`src/verilog/card_seq_pkg.sv`:
```
package card_seq_pkg;

    // sequencer states
    typedef enum logic [2:0] {
        S_IDLE,
        S_POWER,
        S_WAIT_ATR,
        S_RECEIVE,
        S_DEACT,
        S_READY,
        S_REJECT
    } seq_state_e;

    // supply class masks, laid out as in the class indicator byte
    localparam logic [2:0] CLASS_NONE = 3'h0;
    localparam logic [2:0] CLASS_A    = 3'h1;
    localparam logic [2:0] CLASS_B    = 3'h2;
    localparam logic [2:0] CLASS_C    = 3'h4;
    localparam int         CLASS_MSB  = 2;

    // corrupted answers tolerated at one class before giving up on it
    localparam logic [1:0] RETRY_LAST = 2'h2;
    localparam logic [1:0] RETRY_ONE  = 2'h1;

    // card clock generation
    localparam int         REF_CLK_HZ       = 20000000;
    localparam int         CARD_CLK_FAST_HZ = 5000000;
    localparam int         CARD_CLK_SLOW_HZ = 1000000;
    localparam logic [3:0] HALF_FAST        = 4'(REF_CLK_HZ / (2 * CARD_CLK_FAST_HZ));
    localparam logic [3:0] HALF_SLOW        = 4'(REF_CLK_HZ / (2 * CARD_CLK_SLOW_HZ));
    localparam logic [3:0] DIV_ONE          = 4'h1;

    localparam logic [19:0] TIMER_ONE = 20'h00001;

endpackage

```
`src/verilog/card_supply_class_sequencer.sv`:
```
// Function
// - Supply class selection finishes before the card is reported ready for any other activity.
// - The first activation uses the lowest supply class the terminal supports.
// - With no answer to reset, the card is powered down and brought up at the next higher class if the terminal supports it, else rejected.
// - An answer received is examined for the supply classes the card supports.
// - If the card does not support the applied class, it is reactivated at a class the card indicated; here once only, to a class both support, else rejected.
// - A corrupted answer causes at least three activations at the same class before rejection.
// - After three consecutive corrupted answers a step to the next higher class may be tried.
// - Such a step goes only to the immediately next higher class, never skipping one.
// - The terminal drives the card clock itself.
// - The card clock generator runs at one of two rates, one or five megahertz, selected by clk_slow_in.
// - The card clock high time stays between forty and sixty percent of the period.
`timescale 1ns/1ps
`default_nettype none

module card_supply_class_sequencer
    import card_seq_pkg::*;
#(
    parameter logic [19:0] RST_HOLD_CYCLES = 20'h01F40,
    parameter logic [19:0] ATR_WAIT_CYCLES = 20'hC3500,
    parameter logic [19:0] DEACT_CYCLES    = 20'h00FA0
) (
    // clock and reset
    input  wire logic       ref_clk_in,
    input  wire logic       rst_in,
    // user control
    input  wire logic       start_in,
    input  wire logic       stop_in,
    input  wire logic       clk_slow_in,
    input  wire logic       step_up_en_in,
    input  wire logic [2:0] term_classes_in,
    // answer parser results
    input  wire logic       atr_done_in,
    input  wire logic       atr_corrupt_in,
    input  wire logic [7:0] class_indicator_byte_in,
    // card contacts
    output logic            card_vcc_en_out,
    output logic [2:0]      card_class_out,
    output logic            card_rst_n_out,
    output logic            card_clk_out,
    input  wire logic       card_io_in,
    output logic            card_io_out,
    output logic            card_io_oe_n_out,
    // status
    output logic            atr_window_out,
    output logic            card_ready_out,
    output logic            reject_out,
    output logic            busy_out
);

    seq_state_e  st;
    seq_state_e  next_st;
    logic [2:0]  cur_class;
    logic [2:0]  next_class;
    logic [1:0]  retry_cnt;
    logic [1:0]  next_retry;
    logic        switched;
    logic        next_switched;
    logic [19:0] timer;
    logic [3:0]  div_cnt;
    logic        clk_slow;
    logic        io_s1;
    logic        io_s2;
    logic        io_q;
    logic [3:0]  hi_cnt;

    // class arithmetic
    wire logic [2:0] card_classes = class_indicator_byte_in[CLASS_MSB:0];
    wire logic [2:0] common       = card_classes & term_classes_in;
    wire logic [2:0] lowest_term  = term_classes_in[2] ? CLASS_C :
                                    term_classes_in[1] ? CLASS_B :
                                    term_classes_in[0] ? CLASS_A : CLASS_NONE;
    wire logic [2:0] common_low   = common[2] ? CLASS_C :
                                    common[1] ? CLASS_B :
                                    common[0] ? CLASS_A : CLASS_NONE;
    wire logic [2:0] higher       = cur_class >> 1;
    wire logic       higher_ok    = |(higher & term_classes_in);
    wire logic       cur_ok       = |(cur_class & card_classes);

    // event decode
    wire logic       io_fall      = io_q & ~io_s2;
    wire logic       hold_end     = (timer == RST_HOLD_CYCLES - TIMER_ONE);
    wire logic       atr_end      = (timer == ATR_WAIT_CYCLES - TIMER_ONE);
    wire logic       deact_end    = (timer == DEACT_CYCLES - TIMER_ONE);
    wire logic       no_answer    = (st == S_WAIT_ATR) & ~io_fall & atr_end;
    wire logic       corrupt_evt  = (st == S_RECEIVE) &
                                    ((atr_done_in & atr_corrupt_in) | (~atr_done_in & atr_end));
    wire logic       good_evt     = (st == S_RECEIVE) & atr_done_in & ~atr_corrupt_in;
    wire logic       start_ok     = start_in & (lowest_term != CLASS_NONE);
    wire logic       powered_nx   = (next_st == S_POWER) | (next_st == S_WAIT_ATR) |
                                    (next_st == S_RECEIVE) | (next_st == S_READY);
    wire logic       rst_rel_nx   = (next_st == S_WAIT_ATR) | (next_st == S_RECEIVE) |
                                    (next_st == S_READY);
    wire logic [3:0] half_cnt     = clk_slow ? HALF_SLOW : HALF_FAST;
    wire logic       div_wrap     = (div_cnt == half_cnt - DIV_ONE);

    always_comb begin
        next_st       = st;
        next_class    = cur_class;
        next_retry    = retry_cnt;
        next_switched = switched;
        case (st)
            S_IDLE, S_REJECT: begin
                if (start_ok) begin
                    next_st       = S_POWER;
                    next_class    = lowest_term;
                    next_retry    = 2'h0;
                    next_switched = 1'b0;
                end else if (start_in) begin
                    next_st = S_REJECT;
                end
            end
            S_POWER: begin
                if (hold_end) begin
                    next_st = S_WAIT_ATR;
                end
            end
            S_WAIT_ATR: begin
                // first start bit opens the answer
                if (io_fall) begin
                    next_st = S_RECEIVE;
                end else if (no_answer) begin
                    if (higher_ok) begin
                        next_st    = S_DEACT;
                        next_class = higher;
                        next_retry = 2'h0;
                    end else begin
                        next_st = S_REJECT;
                    end
                end
            end
            S_RECEIVE: begin
                if (corrupt_evt) begin
                    if (retry_cnt < RETRY_LAST) begin
                        next_st    = S_DEACT;
                        next_retry = retry_cnt + RETRY_ONE;
                    end else if (step_up_en_in && higher_ok) begin
                        next_st    = S_DEACT;
                        next_class = higher;
                        next_retry = 2'h0;
                    end else begin
                        next_st = S_REJECT;
                    end
                end else if (good_evt) begin
                    if (cur_ok) begin
                        next_st = S_READY;
                    end else if (!switched && common_low != CLASS_NONE) begin
                        next_st       = S_DEACT;
                        next_class    = common_low;
                        next_retry    = 2'h0;
                        next_switched = 1'b1;
                    end else begin
                        next_st = S_REJECT;
                    end
                end
            end
            S_DEACT: begin
                if (deact_end) begin
                    next_st = S_POWER;
                end
            end
            S_READY: begin
                if (stop_in) begin
                    next_st = S_IDLE;
                end
            end
            default: begin
                next_st = S_IDLE;
            end
        endcase
    end

    always_ff @(posedge ref_clk_in) begin
        if (rst_in) begin
            st        <= S_IDLE;
            cur_class <= CLASS_NONE;
            retry_cnt <= 2'h0;
            switched  <= 1'b0;
            timer     <= 20'h00000;
        end else begin
            st        <= next_st;
            cur_class <= next_class;
            retry_cnt <= next_retry;
            switched  <= next_switched;
            timer     <= (next_st != st) ? 20'h00000 : timer + TIMER_ONE;
        end
    end

    // contact levels follow the next state so they change with the class
    always_ff @(posedge ref_clk_in) begin
        if (rst_in) begin
            card_vcc_en_out <= 1'b0;
            card_rst_n_out  <= 1'b0;
            atr_window_out  <= 1'b0;
            card_ready_out  <= 1'b0;
            reject_out      <= 1'b0;
            busy_out        <= 1'b0;
        end else begin
            card_vcc_en_out <= powered_nx;
            card_rst_n_out  <= rst_rel_nx;
            atr_window_out  <= (next_st == S_WAIT_ATR) | (next_st == S_RECEIVE);
            card_ready_out  <= (next_st == S_READY);
            reject_out      <= (next_st == S_REJECT);
            busy_out        <= powered_nx | (next_st == S_DEACT);
        end
    end

    assign card_class_out   = cur_class;
    // the line is only listened to; the pull-up holds it high
    assign card_io_out      = 1'b0;
    assign card_io_oe_n_out = 1'b1;

    // io comes from the card, asynchronous to ref_clk_in
    always_ff @(posedge ref_clk_in) begin
        if (rst_in) begin
            io_s1 <= 1'b1;
            io_s2 <= 1'b1;
            io_q  <= 1'b1;
        end else begin
            io_s1 <= card_io_in;
            io_s2 <= io_s1;
            io_q  <= io_s2;
        end
    end

    always_ff @(posedge ref_clk_in) begin
        if (rst_in) begin
            clk_slow <= 1'b0;
        end else if (st == S_IDLE || st == S_REJECT) begin
            clk_slow <= clk_slow_in;
        end
    end

    // even divider gives a 50 percent high time
    always_ff @(posedge ref_clk_in) begin
        // stop on the supply edge itself, so no clock level outlives vcc
        if (rst_in || !powered_nx) begin
            div_cnt      <= 4'h0;
            card_clk_out <= 1'b0;
        end else if (div_wrap) begin
            div_cnt      <= 4'h0;
            card_clk_out <= ~card_clk_out;
        end else begin
            div_cnt      <= div_cnt + DIV_ONE;
        end
    end

    // high-time counter read only by the duty check
    always_ff @(posedge ref_clk_in) begin
        if (rst_in || !card_clk_out) begin
            hi_cnt <= 4'h0;
        end else begin
            hi_cnt <= hi_cnt + DIV_ONE;
        end
    end
endmodule

`default_nettype wire

```
`config.mk`:
```
export PLATFORM = sky130hd
export DESIGN_NAME = card_supply_class_sequencer
export DESIGN_NICKNAME = d
export VERILOG_FILES = /design/src/verilog/card_seq_pkg.sv /design/src/verilog/card_supply_class_sequencer.sv
export SDC_FILE = /design/constraint.sdc
export NUM_CORES = 1
export LEC_CHECK = 0
export CAP_MARGIN = 20
export CORE_MARGIN = 3
export CORE_UTILIZATION = 45
export CTS_CLUSTER_DIAMETER = 120
export DETAILED_ROUTE_END_ITERATION = 7
export DONT_BUFFER_PORTS = 1
export GPL_TIMING_DRIVEN = 0
export PLACE_DENSITY_LB_ADDON = 0.1
export SYNTH_ARGS = -nofsm -noshare
export SYNTH_HDL_FRONTEND = slang
export SYNTH_SLANG_ARGS = --single-unit
```
`constraint.sdc`:
```
create_clock -name ref_clk_in -period 3 [get_ports ref_clk_in]
set_input_delay 0.45 -clock ref_clk_in [delete_from_list [all_inputs] [get_ports ref_clk_in]]
set_output_delay 0.45 -clock ref_clk_in [all_outputs]
set_load 0.05 [all_outputs]
```
==> After elaboration in Yosys (flattened, before gate mapping) <==
Cells that the tools add are included.
{ "classes": {"n_addsub": 4, "n_lt_le_gt_ge": 1, "eq_ne": 31, "muxes": 50, "bitwise_logic": 24, "n_reduce_logical": 19} }
{ "op_table": {"columns": ["cell", "count"], "rows": [
  ["$mux 3", 21],
  ["$mux 2", 17],
  ["$add 20x1->20 const B", 1],
  ["$eq 20x12->1 const B", 1],
  ["$eq 20x13->1 const B", 1],
  ["$eq 20x20->1 const B", 1],
  ["$eq 3x3->1 const B", 6],
  ["$pmux 3 s6", 1],
  ["$ne 2x2->1 const B", 7],
  ["$eq 3x2->1 const B", 4],
  ["$reduce_and 10->1", 1],
  ["$and 1x1->1", 9],
  ["$ne 3x3->1 const B", 3],
  ["$pmux 3 s3", 1],
  ["$reduce_and 9->1", 1],
  ["$reduce_bool 3->1", 3],
  ["$mux 1", 7],
  ["$or 1x1->1", 7],
  ["$and 3x3->3", 2],
  ["$eq 3x1->1 const B", 2],
  ["$ne 3x2->1 const B", 2],
  ["$pmux 2 s3", 1],
  ["$reduce_and 6->1", 1],
  ["$reduce_or 2->1", 3],
  ["18 further kinds", 26]
]} }
{ "word_totals": {"ff_bits": 44, "in_bits": 20, "output_inout_bits": 12, "wordCells": 146} }

==> Longest topological paths before layout <==
Gate-level depths: netlist of the first run.
{ "logic_depth": {"depth_word": 18, "depth_mapped": 9, "mapped_depth_nobuf": 7} }

==> Least setup slack after synthesis of the first run <==
No wires, ideal clock.
{ "synth_path": {"path_kind": "reg2reg", "from": "register timer[0]", "to": "register cur_class[1] (netlist: card_class_out[1])", "arrival_ns": 2.066, "required_ns": 2.884, "path_slack_ns": 0.818, "path_stages_with_launch": 9, "path_buffers": 1, "path_cell_list": "dfxtp_1 -> ha_1 -> and4_1 -> buf_2 -> nand4_2 -> nor4_2 -> o32ai_1 -> or4_1 -> o211a_1"} }
{ "synth_via": {"elab_chain_cells": 6, "word_cells_on_any_way": 14} }
{ "synth_lines": {"columns": ["element", "line", "text"], "rows": [
  ["from (decl)", "card_supply_class_sequencer.sv:59", "logic [19:0] timer;"],
  ["from (signal assigned)", "card_supply_class_sequencer.sv:185", "timer <= (next_st != st) ? 20'h00000 : timer + TIMER_ONE;"],
  ["$eq 20x20->1 *", "card_supply_class_sequencer.sv:83", "wire logic atr_end = (timer == ATR_WAIT_CYCLES - TIMER_ONE);"],
  ["$and 1x1->1", "card_supply_class_sequencer.sv:87", "((atr_done_in & atr_corrupt_in) | (~atr_done_in & atr_end));"],
  ["$or 1x1->1", "card_supply_class_sequencer.sv:87", null],
  ["$and 1x1->1", "card_supply_class_sequencer.sv:86", "wire logic corrupt_evt = (st == S_RECEIVE) &"],
  ["$ne 3x2->1 (no source line), or another cell as far along", null, null],
  ["$reduce_and 10->1 (no source line) or $pmux 3 s3 (tied branches)", null, null],
  ["to (signal assigned)", "card_supply_class_sequencer.sv:182", "cur_class <= next_class;"],
  ["to (decl)", "card_supply_class_sequencer.sv:53", "logic [2:0] cur_class;"]
]} }
Mark *: on every way between the ends. The rest lies on a longest branch, timed or not.
A chain may end at the register's enable or synchronous reset.

==> Worst setup path in the final report of the first run <==
{ "layout_path": {"from": "register cur_class[1] (netlist: card_class_out[1])", "to": "register busy_out"} }
{ "layout_via": {"elab_chain_cells": 12, "word_cells_on_any_way": 23} }
{ "layout_lines": {"columns": ["element", "line", "text"], "rows": [
  ["$and 2x3->3", "card_supply_class_sequencer.sv:77", "wire logic higher_ok = |(higher & term_classes_in);"],
  ["$reduce_or 3->1", "card_supply_class_sequencer.sv:77", null],
  ["$logic_and 1x1->1", "card_supply_class_sequencer.sv:137", "end else if (step_up_en_in && higher_ok) begin"],
  ["$mux 2", "card_supply_class_sequencer.sv:137", null],
  ["$mux 2", "card_supply_class_sequencer.sv:134", "if (retry_cnt < RETRY_LAST) begin"],
  ["$mux 3", "card_supply_class_sequencer.sv:133", "if (corrupt_evt) begin"],
  ["$pmux 3 s6 *", "card_supply_class_sequencer.sv:102", "case (st)"],
  ["$eq 3x1->1 or $eq 3x2->1 (tied branches)", "card_supply_class_sequencer.sv:90", "wire logic powered_nx = (next_st == S_POWER) | (next_st == S_WAIT_ATR) |"],
  ["$or 1x1->1 (2 in series)", "card_supply_class_sequencer.sv:90", null],
  ["$or 1x1->1", "card_supply_class_sequencer.sv:91", "(next_st == S_RECEIVE) | (next_st == S_READY);"],
  ["$or 1x1->1 *", "card_supply_class_sequencer.sv:204", "busy_out <= powered_nx | (next_st == S_DEACT);"],
  ["to (signal assigned)", "card_supply_class_sequencer.sv:204", null],
  ["to (decl)", "card_supply_class_sequencer.sv:48", "output logic busy_out"]
]} }
Marks and branches as above.

==> results.sh, run 1 <==
export IMPL_status="complete, no violations"
export IMPL_ys_ff_latch=44
export IMPL_antenna_found_initial=0
export IMPL_synth_area_um2=2400
export IMPL_min_delay_src="card_io_in"
export IMPL_post_route_worst_setup_slack_ps=441
export IMPL_boundaryPins=32
export IMPL_final_fill_count=505
export IMPL_via_count_of_the_first_global_routing_pass=1891
export IMPL_leakagePower_nw=0.897
export IMPL_post_drt_wl_per_cell_um=14.1
export IMPL_clkTransAtPathRegs_ps=90
export IMPL_setup_worst_path_start_class="register"
export IMPL_htree_levels=2
export IMPL_highest_clock_rate_mhz=391
export IMPL_die_area_um2=6240
export IMPL_filler_free_cell_count_of_the_finished_design=361
export IMPL_r2r_end="busy_out$_SDFF_PP0_"
export IMPL_synth_warn=0
export IMPL_min_delay_path_depth=1
export IMPL_clock_latency_ps=290
export IMPL_p_total_mw=1.63
export IMPL_largest_fanout_on_the_critical_path=7
export IMPL_largest_net_degree_at_the_start_of_global_routing=15
export IMPL_port_buffers=0
export IMPL_fp_coreArea_um2=4940
export IMPL_synth_edff_count=0
export IMPL_globalRouteOverflowTotal=0
export IMPL_max_cap_violation_count=0
export IMPL_starting_utilization_of_the_core_area=0.486
export IMPL_maxSlewViolCount=0
export IMPL_dominantRegCellSynth="sky130_fd_sc_hd__dfxtp_1"
export IMPL_area_taken_by_multi_input_logic_gates_um2=1430
export IMPL_holdCritPathClass="in2reg"
export IMPL_post_cts_setup_buffer_count=0
export IMPL_ctsLongestPathBuffers=2
export IMPL_holdBufCountCts=0
export IMPL_dp_cells=353
export IMPL_numCtsBuffers=5
export IMPL_worst_setup_path_type="reg2reg"
export IMPL_timing_worst_slew_pin_value_ps=773
export IMPL_drt_total_wl_um=5100
export IMPL_crit_path_end_kind="register"
export IMPL_route_antenna_remaining_nets=0
export IMPL_setup_viol=0
export IMPL_cts_root_buf="sky130_fd_sc_hd__clkbuf_8"
export IMPL_layout_area_seq_um2=881
export IMPL_antennaDiodeCount=0
export IMPL_routabilityCongestion=0.837
export IMPL_vdd_drop_max_uv=457
export IMPL_fin_crit_sh=0.853
export IMPL_synth_cell_types=59
export IMPL_total_power_density_per_cell_area_nw_per_um2=631
export IMPL_timing_hold_ws_ps=253
export IMPL_first_pass_iters=4
export IMPL_synthesis_area_per_instance_um2=8.39
export IMPL_die_width_um=79.0
export IMPL_clkSinkCount=44
export IMPL_dp_final_hpwl_um=3780
export IMPL_globalRouteTotalUtil=0.174
export IMPL_critPathRequiredTime_ps=3170
export IMPL_yosys_area_top_type="sky130_fd_sc_hd__dfxtp_1"
export IMPL_grt_setup_unrepaired="no"
export IMPL_synth_top_cell_area_share=0.367
export IMPL_post_cts_sizing=0
export IMPL_hold_end="io_s1$_SDFF_PP1_"
export IMPL_final_period_minus_worst_setup_slack_ps=2560
export IMPL_report_final_hold_viol_count=0
export IMPL_synth_yosys_seq_area_share=0.367
export IMPL_worst_clock_skew_ps=8.35
export IMPL_post_synth_main_area_contributors="sky130_fd_sc_hd__dfxtp_1, sky130_fd_sc_hd__nor2_1, sky130_fd_sc_hd__xnor2_1, sky130_fd_sc_hd__nor3_1, sky130_fd_sc_hd__nand2_1"
export IMPL_syn_num_nets=309
export IMPL_reg2reg_depth=6
export IMPL_post_route_cells_drive_above_1_share=0.0986
export IMPL_dr_total_vias=2035
export IMPL_critical_path_reg2reg_startpoint="card_class_out[1]$_SDFFE_PP0P_"
export IMPL_ys_top_cells_by_count="sky130_fd_sc_hd__dfxtp_1, sky130_fd_sc_hd__nor2_1, sky130_fd_sc_hd__nand2_1, sky130_fd_sc_hd__nor3_1, sky130_fd_sc_hd__xnor2_1"
export IMPL_synthArstFlopShare=0
export IMPL_net_count_final=316
export IMPL_row_count=25
export IMPL_synthesized_instance_count=286
export IMPL_reg2reg_setup_slack_ps=440
export IMPL_tritoncts="yes"
export IMPL_remaining_drc_errors=0
export IMPL_drt_first_iter_violations=120
export IMPL_finalSetupTns_ps=0
export IMPL_cp_data_arrival_time_ps=2730
export IMPL_dp_slack_ps=485
export IMPL_via_per_inst=5.64
export IMPL_maxSlewHeadroom=0.480
export IMPL_synth_most_common_cell="sky130_fd_sc_hd__dfxtp_1"
export IMPL_global_route_wire_length_before_repair_um=8720
export IMPL_dieHeight_um=79.0
export IMPL_areaGrowthSynthToFinish_pct=7.56
-- kinds of logic (layout without fill, tap and decap cells) --
group / Yosys count / in the layout / synth area share
and+or+nand+nor: 142 / 142 / 0.328
other: 2 / 2 / 0.00313
AOI/OAI and AO/OA: 49 / 49 / 0.158
adders and majority gates: 3 / 3 / 0.0156
muxes: 2 / 2 / 0.00834
DFF: 44 / 44 / 0.367
buffers and inverters: 22 / 30 / 0.0391
xor gates and xnor gates: 22 / 22 / 0.0803
-- routing by layer --
layer,track usage,wire length [um],part of all wire,vias up
met5,0,0,0,-
met4,0.0550,54,0.011,0
met3,0.0522,377,0.074,7
met2,0.252,2140,0.42,62
met1,0.248,2530,0.50,930
li1,-,-,-,1036
-- layout by cell type, fill, tap and decap left out, types with 3 or more instances in the layout --
| cell type | Yosys | layout |
|---|---|---|
| sky130_fd_sc_hd__inv_1 | 9 | 9 |
| sky130_fd_sc_hd__and3_1 | 3 | 3 |
| sky130_fd_sc_hd__nand4_2 | 3 | 3 |
| sky130_fd_sc_hd__dfxtp_1 | 44 | 44 |
| sky130_fd_sc_hd__clkbuf_8 | 0 | 6 |
| sky130_fd_sc_hd__nor3b_1 | 5 | 5 |
| sky130_fd_sc_hd__or2_2 | 4 | 4 |
| sky130_fd_sc_hd__o31a_1 | 3 | 3 |
| sky130_fd_sc_hd__ha_1 | 3 | 3 |
| sky130_fd_sc_hd__nand2_1 | 19 | 19 |
| sky130_fd_sc_hd__nand4_1 | 4 | 4 |
| sky130_fd_sc_hd__nor4_1 | 5 | 5 |
| sky130_fd_sc_hd__o211a_1 | 4 | 4 |
| sky130_fd_sc_hd__buf_2 | 3 | 3 |
| sky130_fd_sc_hd__xnor2_1 | 14 | 14 |
| sky130_fd_sc_hd__a21oi_1 | 8 | 8 |
| sky130_fd_sc_hd__a211o_1 | 3 | 3 |
| sky130_fd_sc_hd__o21ai_0 | 5 | 5 |
| sky130_fd_sc_hd__nor2_1 | 42 | 42 |
| sky130_fd_sc_hd__or3_1 | 6 | 6 |
| sky130_fd_sc_hd__clkbuf_1 | 8 | 8 |
| sky130_fd_sc_hd__xor2_1 | 8 | 8 |
| sky130_fd_sc_hd__nor2b_1 | 5 | 5 |
| sky130_fd_sc_hd__a211oi_1 | 4 | 4 |
| sky130_fd_sc_hd__nand3_1 | 8 | 8 |
| sky130_fd_sc_hd__and4_1 | 3 | 3 |
| sky130_fd_sc_hd__nand2b_1 | 3 | 3 |
| sky130_fd_sc_hd__nor3_1 | 15 | 15 |
| sky130_fd_sc_hd__and2_1 | 3 | 3 |
-- where the power goes --
group	leakage [nW]	switching (mW)	internal (mW)	total [mW]
Clock	0.0434	0.208	0.187	0.394
Combinational	0.496	0.256	0.161	0.417
Sequential	0.358	0.166	0.651	0.817
-- registers in the layout, indices dropped and copies added, names as in the netlist --
signal           flops
clk_slow             1
retry_cnt            2
timer               20
switched             1
busy_out             1
card_ready_out       1
st                   3
reject_out           1
div_cnt              4
io_s2                1
io_s1                1
card_vcc_en_out      1
card_clk_out         1
atr_window_out       1
card_rst_n_out       1
card_class_out       3
io_q                 1
-- layout make-up --
class                      count  area share
multi-input combinational    220       0.552
buffer                        13      0.0233
clock buffer                   6      0.0320
clock inverter                 2     0.00582
inverter                       9      0.0131
tap                           67      0.0325
sequential                    44       0.341
-- worst max-delay path: stages (launching register included) --
cell and delay, ps:
sky130_fd_sc_hd__dfxtp_1 720, sky130_fd_sc_hd__a22o_1 360, sky130_fd_sc_hd__o21ai_0 190, sky130_fd_sc_hd__o31ai_1 240
sky130_fd_sc_hd__o2111ai_1 270, sky130_fd_sc_hd__nor3_2 500, sky130_fd_sc_hd__a211oi_1 140
-- metrics by stage --
stage	util	cell area [um2]
after CTS	0.522	2580
after detailed placement	0.503	2480
after global placement	0.503	2480
final	0.522	2580
after global routing	0.522	2580
after floorplan	-	2400
-- how the worst max path moves through the flow --
| stage | from | end | slack, ps |
|---|---|---|---|
| floorplan | timer[0]$_SDFF_PP0_ | card_class_out[1]$_SDFFE_PP0P_ | 820 |
| global placement | card_class_out[1]$_SDFFE_PP0P_ | busy_out$_SDFF_PP0_ | 440 |
| detailed placement | card_class_out[1]$_SDFFE_PP0P_ | busy_out$_SDFF_PP0_ | 480 |
| CTS | card_class_out[1]$_SDFFE_PP0P_ | busy_out$_SDFF_PP0_ | 440 |
| global route | timer[0]$_SDFF_PP0_ | busy_out$_SDFF_PP0_ | 180 |
| finish | card_class_out[1]$_SDFFE_PP0P_ | busy_out$_SDFF_PP0_ | 440 |
Note: power is estimated with default switching activity, not from simulation.
==> run 2, diff against run 1 <==
--- a/config.mk
+++ b/config.mk
@@ -6,8 +6,10 @@
 export NUM_CORES = 1
 export LEC_CHECK = 0
 export CAP_MARGIN = 20
+export CORE_ASPECT_RATIO = 0.6
 export CORE_MARGIN = 3
 export CORE_UTILIZATION = 45
+export CTS_BUF_LIST = sky130_fd_sc_hd__clkbuf_2
 export CTS_CLUSTER_DIAMETER = 120
 export DETAILED_ROUTE_END_ITERATION = 7
 export DONT_BUFFER_PORTS = 1
==> run 2 against run 1 <==
Net effect:
- total power down 0.91%
- fmax decreased by 1.3%
- critical path depth did not move
- via count up 1.0%
- routed wire length rose by 12%
- highest routed layer unchanged
==> results.sh, run 2 (same netlist as run 1, synthesis figures left out) <==
export IMPL_tritoncts="yes"
export IMPL_worst_clock_skew_ps=27.2
export IMPL_layout_cells_most_common="sky130_fd_sc_hd__dfxtp_1"
export IMPL_dieHeight_um=62.6
export IMPL_slowest_stage="sky130_fd_sc_hd__dfxtp_1"
export IMPL_boundaryPins=32
export IMPL_fin_crit_sh=0.864
export IMPL_placed_cell_area_um2=2480
export IMPL_clkSinkCount=44
export IMPL_remaining_drc_errors=0
export IMPL_cp_cell_sequence="a22o_1 -> o21ai_0 -> nor4_2 -> o32ai_1 -> or4_1 -> o211a_1"
export IMPL_finalSetupTns_ps=0
export IMPL_numCtsBuffers=5
export IMPL_timing_worst_slew_pin_value_ps=858
export IMPL_total_power_density_per_cell_area_nw_per_um2=633
export IMPL_fp_coreArea_um2=4850
export IMPL_highest_clock_rate_mhz=386
export IMPL_max_cap_violation_count=0
export IMPL_clock_latency_ps=430
export IMPL_timing_hold_ws_ps=111
export IMPL_via_per_inst=5.76
export IMPL_maxSlewHeadroom=0.423
export IMPL_die_width_um=100
export IMPL_fin_area_um2=2550
export IMPL_top_register="timer"
export IMPL_drt_first_iter_violations=185
export IMPL_status="complete, no violations"
export IMPL_largest_registers_ranked_by_flip_flop_count="timer x20, div_cnt x4"
export IMPL_post_route_cells_drive_above_1_share=0.0986
export IMPL_row_count=19
export IMPL_post_cts_setup_buffer_count=0
export IMPL_routabilityCongestion=0.814
export IMPL_global_route_wire_length_before_repair_um=9400
export IMPL_areaGrowthSynthToFinish_pct=6.26
export IMPL_holdBufCountCts=0
export IMPL_p_total_mw=1.61
export IMPL_report_final_hold_viol_count=0
export IMPL_largest_register_ff_count=20
export IMPL_clkTransAtPathRegs_ps=240
export IMPL_route_antenna_remaining_nets=0
export IMPL_port_buffers=0
export IMPL_die_area_um2=6270
export IMPL_holdCritPathClass="in2reg"
export IMPL_largest_stage_delay_worst_path_ps=780
export IMPL_htree_levels=2
export IMPL_layout_core_utilization=0.526
export IMPL_setup_worst_path_start_class="register"
export IMPL_net_count_final=316
export IMPL_leakagePower_nw=0.893
export IMPL_globalRouteOverflowTotal=0
export IMPL_drt_total_wl_um=5720
export IMPL_starting_utilization_of_the_core_area=0.495
export IMPL_final_period_minus_worst_setup_slack_ps=2590
export IMPL_cts_root_buf="sky130_fd_sc_hd__clkbuf_2"
export IMPL_dr_total_vias=2056
export IMPL_maxSlewViolCount=0
export IMPL_post_cts_sizing=0
export IMPL_setup_viol=0
export IMPL_vdd_drop_max_uv=342
export IMPL_largest_net_degree_at_the_start_of_global_routing=16
export IMPL_cp_top_family="compound AO/OA/AOI/OAI gates"
export IMPL_via_count_of_the_first_global_routing_pass=1843
export IMPL_dp_final_hpwl_um=4310
export IMPL_first_pass_iters=5
export IMPL_ctsLongestPathBuffers=2
export IMPL_critPathRequiredTime_ps=3350
export IMPL_antennaDiodeCount=0
export IMPL_worst_setup_path_type="reg2reg"
export IMPL_mostFrequentLayoutCells="sky130_fd_sc_hd__dfxtp_1, sky130_fd_sc_hd__nor2_1, sky130_fd_sc_hd__nand2_1"
export IMPL_largest_fanout_on_the_critical_path=7
export IMPL_critical_path_buf_inv_count=0
export IMPL_antenna_found_initial=0
export IMPL_post_drt_wl_per_cell_um=16.0
export IMPL_cp_data_arrival_time_ps=2950
export IMPL_final_fill_count=504
export IMPL_globalRouteTotalUtil=0.186
export IMPL_crit_path_end_kind="register"
export IMPL_grt_setup_unrepaired="no"
==> run 2: cell count changes in the layout (fill, tap and decap cells not counted) <==
cell	previous run	this run
sky130_fd_sc_hd__inv_6	0	1
sky130_fd_sc_hd__clkbuf_2	0	5
sky130_fd_sc_hd__clkbuf_8	6	0
sky130_fd_sc_hd__clkinvlp_4	2	1
sky130_fd_sc_hd__bufinv_16	0	1
==> run 2: final timing paths <==
check	from	to	slack, ps	depth (start not counted)
hold / removal	card_io_in	io_s1$_SDFF_PP1_	110	1
hold reg to reg	io_s1$_SDFF_PP1_	io_s2$_SDFF_PP1_	440	1
setup reg to reg	card_class_out[1]$_SDFFE_PP0P_	card_class_out[1]$_SDFFE_PP0P_	410	6
setup / recovery	card_class_out[1]$_SDFFE_PP0P_	card_class_out[1]$_SDFFE_PP0P_	410	6
==> run 2: stage by stage <==
step	setup WS [ps]	cells
3_3_place_gp	438	349
2_1_floorplan	818	286
5_1_grt	236	357
6_report	408	357
3_5_place_dp	448	349
4_1_cts	418	357
==> run 2: area by class of cell <==
type                    instances  area [um2]  share of cell area
clock buffers                   5        25.0             0.00981
plain buffers                  13        60.1              0.0236
clock inverters                 3        46.3              0.0182
well taps                      63        78.8              0.0309
inverters                       9        33.8              0.0132
multi-input cells             220        1430               0.559
flip-flops and latches         44         881               0.345
==> run 2: report_power, final <==
group | switching [mW] | internal (mW) | total, mW
Sequential | 0.166 | 0.653 | 0.819
Combinational | 0.274 | 0.161 | 0.435
Clock | 0.216 | 0.144 | 0.359
Total | 0.656 | 0.958 | 1.61
==> run 2: routing by layer <==
| metal | vias to the layer above | GRT usage | wire (um) |
|---|---|---|---|
| li1 | 1038 | - | - |
| met1 | 938 | 0.310 | 3120 |
| met2 | 76 | 0.220 | 2070 |
| met3 | 4 | 0.0602 | 502 |
| met4 | 0 | 0.0319 | 29 |
| met5 | - | 0 | 0 |
==> run 2: worst reg2reg max path, delay by kind of cell, from the launching register on <==
kind | cells | cell delay, ps
compound gates | 4 | 940
simple gates | 2 | 810
flops | 1 | 780
==> run 3, diff against run 2 <==
--- a/config.mk
+++ b/config.mk
@@ -14,7 +14,8 @@
 export DETAILED_ROUTE_END_ITERATION = 7
 export DONT_BUFFER_PORTS = 1
 export GPL_TIMING_DRIVEN = 0
-export PLACE_DENSITY_LB_ADDON = 0.1
+export PLACE_DENSITY_LB_ADDON = 0.2
+export SKIP_CTS_REPAIR_TIMING = 1
 export SYNTH_ARGS = -nofsm -noshare
 export SYNTH_HDL_FRONTEND = slang
 export SYNTH_SLANG_ARGS = --single-unit
==> run 3 against run 2 <==
Net effect:
- sequential power barely moved
- clock power fell by 2%
- fmax fell by 1.2%
- die area did not move
- highest routed layer unchanged
- critical path type unchanged
- via count rose by 0.34%
==> results.sh, run 3 (same netlist as run 1, synthesis figures left out) <==
export IMPL_status="complete, no violations"
export IMPL_dieHeight_um=62.6
export IMPL_crit_path_end_kind="register"
export IMPL_critPathRequiredTime_ps=3330
export IMPL_grt_setup_unrepaired="no"
export IMPL_r2r_end="busy_out$_SDFF_PP0_"
export IMPL_via_count_of_the_first_global_routing_pass=1817
export IMPL_worst_setup_path_type="reg2reg"
export IMPL_dr_total_vias=2063
export IMPL_final_period_minus_worst_setup_slack_ps=2620
export IMPL_slowest_stage="sky130_fd_sc_hd__dfxtp_1"
export IMPL_ctsLongestPathBuffers=2
export IMPL_antennaDiodeCount=0
export IMPL_via_per_inst=5.78
export IMPL_post_route_cells_drive_above_1_share=0.0986
export IMPL_placed_cell_area_um2=2480
export IMPL_highest_clock_rate_mhz=381
export IMPL_globalRouteTotalUtil=0.180
export IMPL_top_signal_layer_used="met4"
export IMPL_numCtsBuffers=5
export IMPL_largest_registers_ranked_by_flip_flop_count="timer x20, div_cnt x4"
export IMPL_first_pass_iters=5
export IMPL_largest_fanout_on_the_critical_path=7
export IMPL_holdCritPathClass="in2reg"
export IMPL_row_count=19
export IMPL_net_count_final=316
export IMPL_areaGrowthSynthToFinish_pct=6.26
export IMPL_globalRouteOverflowTotal=0
export IMPL_timing_worst_slew_pin_value_ps=886
export IMPL_reg2reg_setup_slack_ps=380
export IMPL_drt_first_iter_violations=263
export IMPL_boundaryPins=32
export IMPL_maxSlewHeadroom=0.404
export IMPL_min_delay_src="card_io_in"
export IMPL_global_route_wire_length_before_repair_um=9160
export IMPL_maxSlewViolCount=0
export IMPL_dp_final_hpwl_um=4140
export IMPL_reg2reg_depth=6
export IMPL_largest_stage_delay_worst_path_ps=780
export IMPL_fin_area_um2=2550
export IMPL_max_cap_violation_count=0
export IMPL_cp_cell_sequence="a22o_1 -> o21ai_0 -> o31ai_1 -> o2111ai_1 -> nor3_2 -> a211oi_1"
export IMPL_clkTransAtPathRegs_ps=240
export IMPL_vdd_drop_max_uv=314
export IMPL_cts_root_buf="sky130_fd_sc_hd__clkbuf_2"
export IMPL_final_fill_count=469
export IMPL_fin_crit_sh=0.874
export IMPL_route_antenna_remaining_nets=0
export IMPL_routedLengthMet1_um=2980
export IMPL_report_final_hold_viol_count=0
export IMPL_starting_utilization_of_the_core_area=0.495
export IMPL_total_power_density_per_cell_area_nw_per_um2=626
export IMPL_antenna_found_initial=0
export IMPL_route_met2_wl_um=1840
export IMPL_routabilityCongestion=0.839
export IMPL_tritoncts="yes"
export IMPL_critical_path_reg2reg_startpoint="card_class_out[1]$_SDFFE_PP0P_"
export IMPL_layout_cells_most_common="sky130_fd_sc_hd__dfxtp_1"
export IMPL_port_buffers=0
export IMPL_layout_core_utilization=0.526
export IMPL_die_width_um=100
export IMPL_setup_worst_path_start_class="register"
export IMPL_min_delay_path_depth=1
export IMPL_met3_wirelength_um=550
export IMPL_clkSinkCount=44
export IMPL_remaining_drc_errors=0
export IMPL_mostFrequentLayoutCells="sky130_fd_sc_hd__dfxtp_1, sky130_fd_sc_hd__nor2_1, sky130_fd_sc_hd__nand2_1"
export IMPL_leakagePower_nw=0.893
export IMPL_setup_viol=0
export IMPL_top_register="timer"
export IMPL_cp_data_arrival_time_ps=2950
export IMPL_clock_latency_ps=420
export IMPL_die_area_um2=6270
export IMPL_htree_levels=2
export IMPL_worst_clock_skew_ps=16.5
export IMPL_hold_end="io_s1$_SDFF_PP1_"
export IMPL_post_drt_wl_per_cell_um=15.2
export IMPL_largest_net_degree_at_the_start_of_global_routing=16
export IMPL_drt_total_wl_um=5430
export IMPL_fp_coreArea_um2=4850
export IMPL_largest_register_ff_count=20
export IMPL_finalSetupTns_ps=0
-- run 3: cell counts in the layout (fill, tap and decap cells not counted) --
Identical to the previous run, type by type.
-- run 3: how the worst max path moves through the flow --
stage / startpoint / endpoint / depth (start not counted)
floorplan: timer[0]$_SDFF_PP0_ / card_class_out[1]$_SDFFE_PP0P_ / 8
global placement: card_class_out[1]$_SDFFE_PP0P_ / busy_out$_SDFF_PP0_ / 6
detailed placement: timer[0]$_SDFF_PP0_ / busy_out$_SDFF_PP0_ / 8
CTS: timer[0]$_SDFF_PP0_ / busy_out$_SDFF_PP0_ / 8
global route: st[1]$_SDFF_PP0_ / atr_window_out$_SDFF_PP0_ / 8
finish: card_class_out[1]$_SDFFE_PP0P_ / busy_out$_SDFF_PP0_ / 6
-- run 3: through the flow --
stage | instances | hold WS [ps] | total power [mW] | worst slack [ps]
after floorplan | 286 | 389 | 1.15 | 818
after global placement | 349 | 395 | 1.25 | 405
after detailed placement | 349 | 400 | 1.25 | 438
after CTS | 357 | 109 | 1.60 | 424
after global routing | 357 | 65.1 | 1.71 | 130
final | 357 | 123 | 1.60 | 377
-- run 3: final cells by class --
type	instances	area, um2	area share
inverter	9	33.8	0.0132
buffer	13	60.1	0.0236
tap	63	78.8	0.0309
sequential	44	881	0.345
multi-input combinational	220	1430	0.559
clock buffer	5	25.0	0.00981
clock inverter	3	46.3	0.0182
-- run 3: critical path, delay by kind of cell (launching register included) --
kind | cells | cell delay [ps]
simple gates | 1 | 480
flops | 1 | 780
compound gates | 5 | 1270
-- run 3: layer usage --
layer / GRT usage / vias up
li1: - / 1041
met1: 0.301 / 915
met2: 0.210 / 97
met3: 0.0535 / 10
met4: 0.0420 / 0
met5: 0 / -
-- run 3: where the power goes --
group,leakage (nW),switching [mW],internal [mW]
clock network,0.0396,0.207,0.144
logic,0.496,0.263,0.161
registers,0.358,0.168,0.653
total,0.893,0.638,0.957
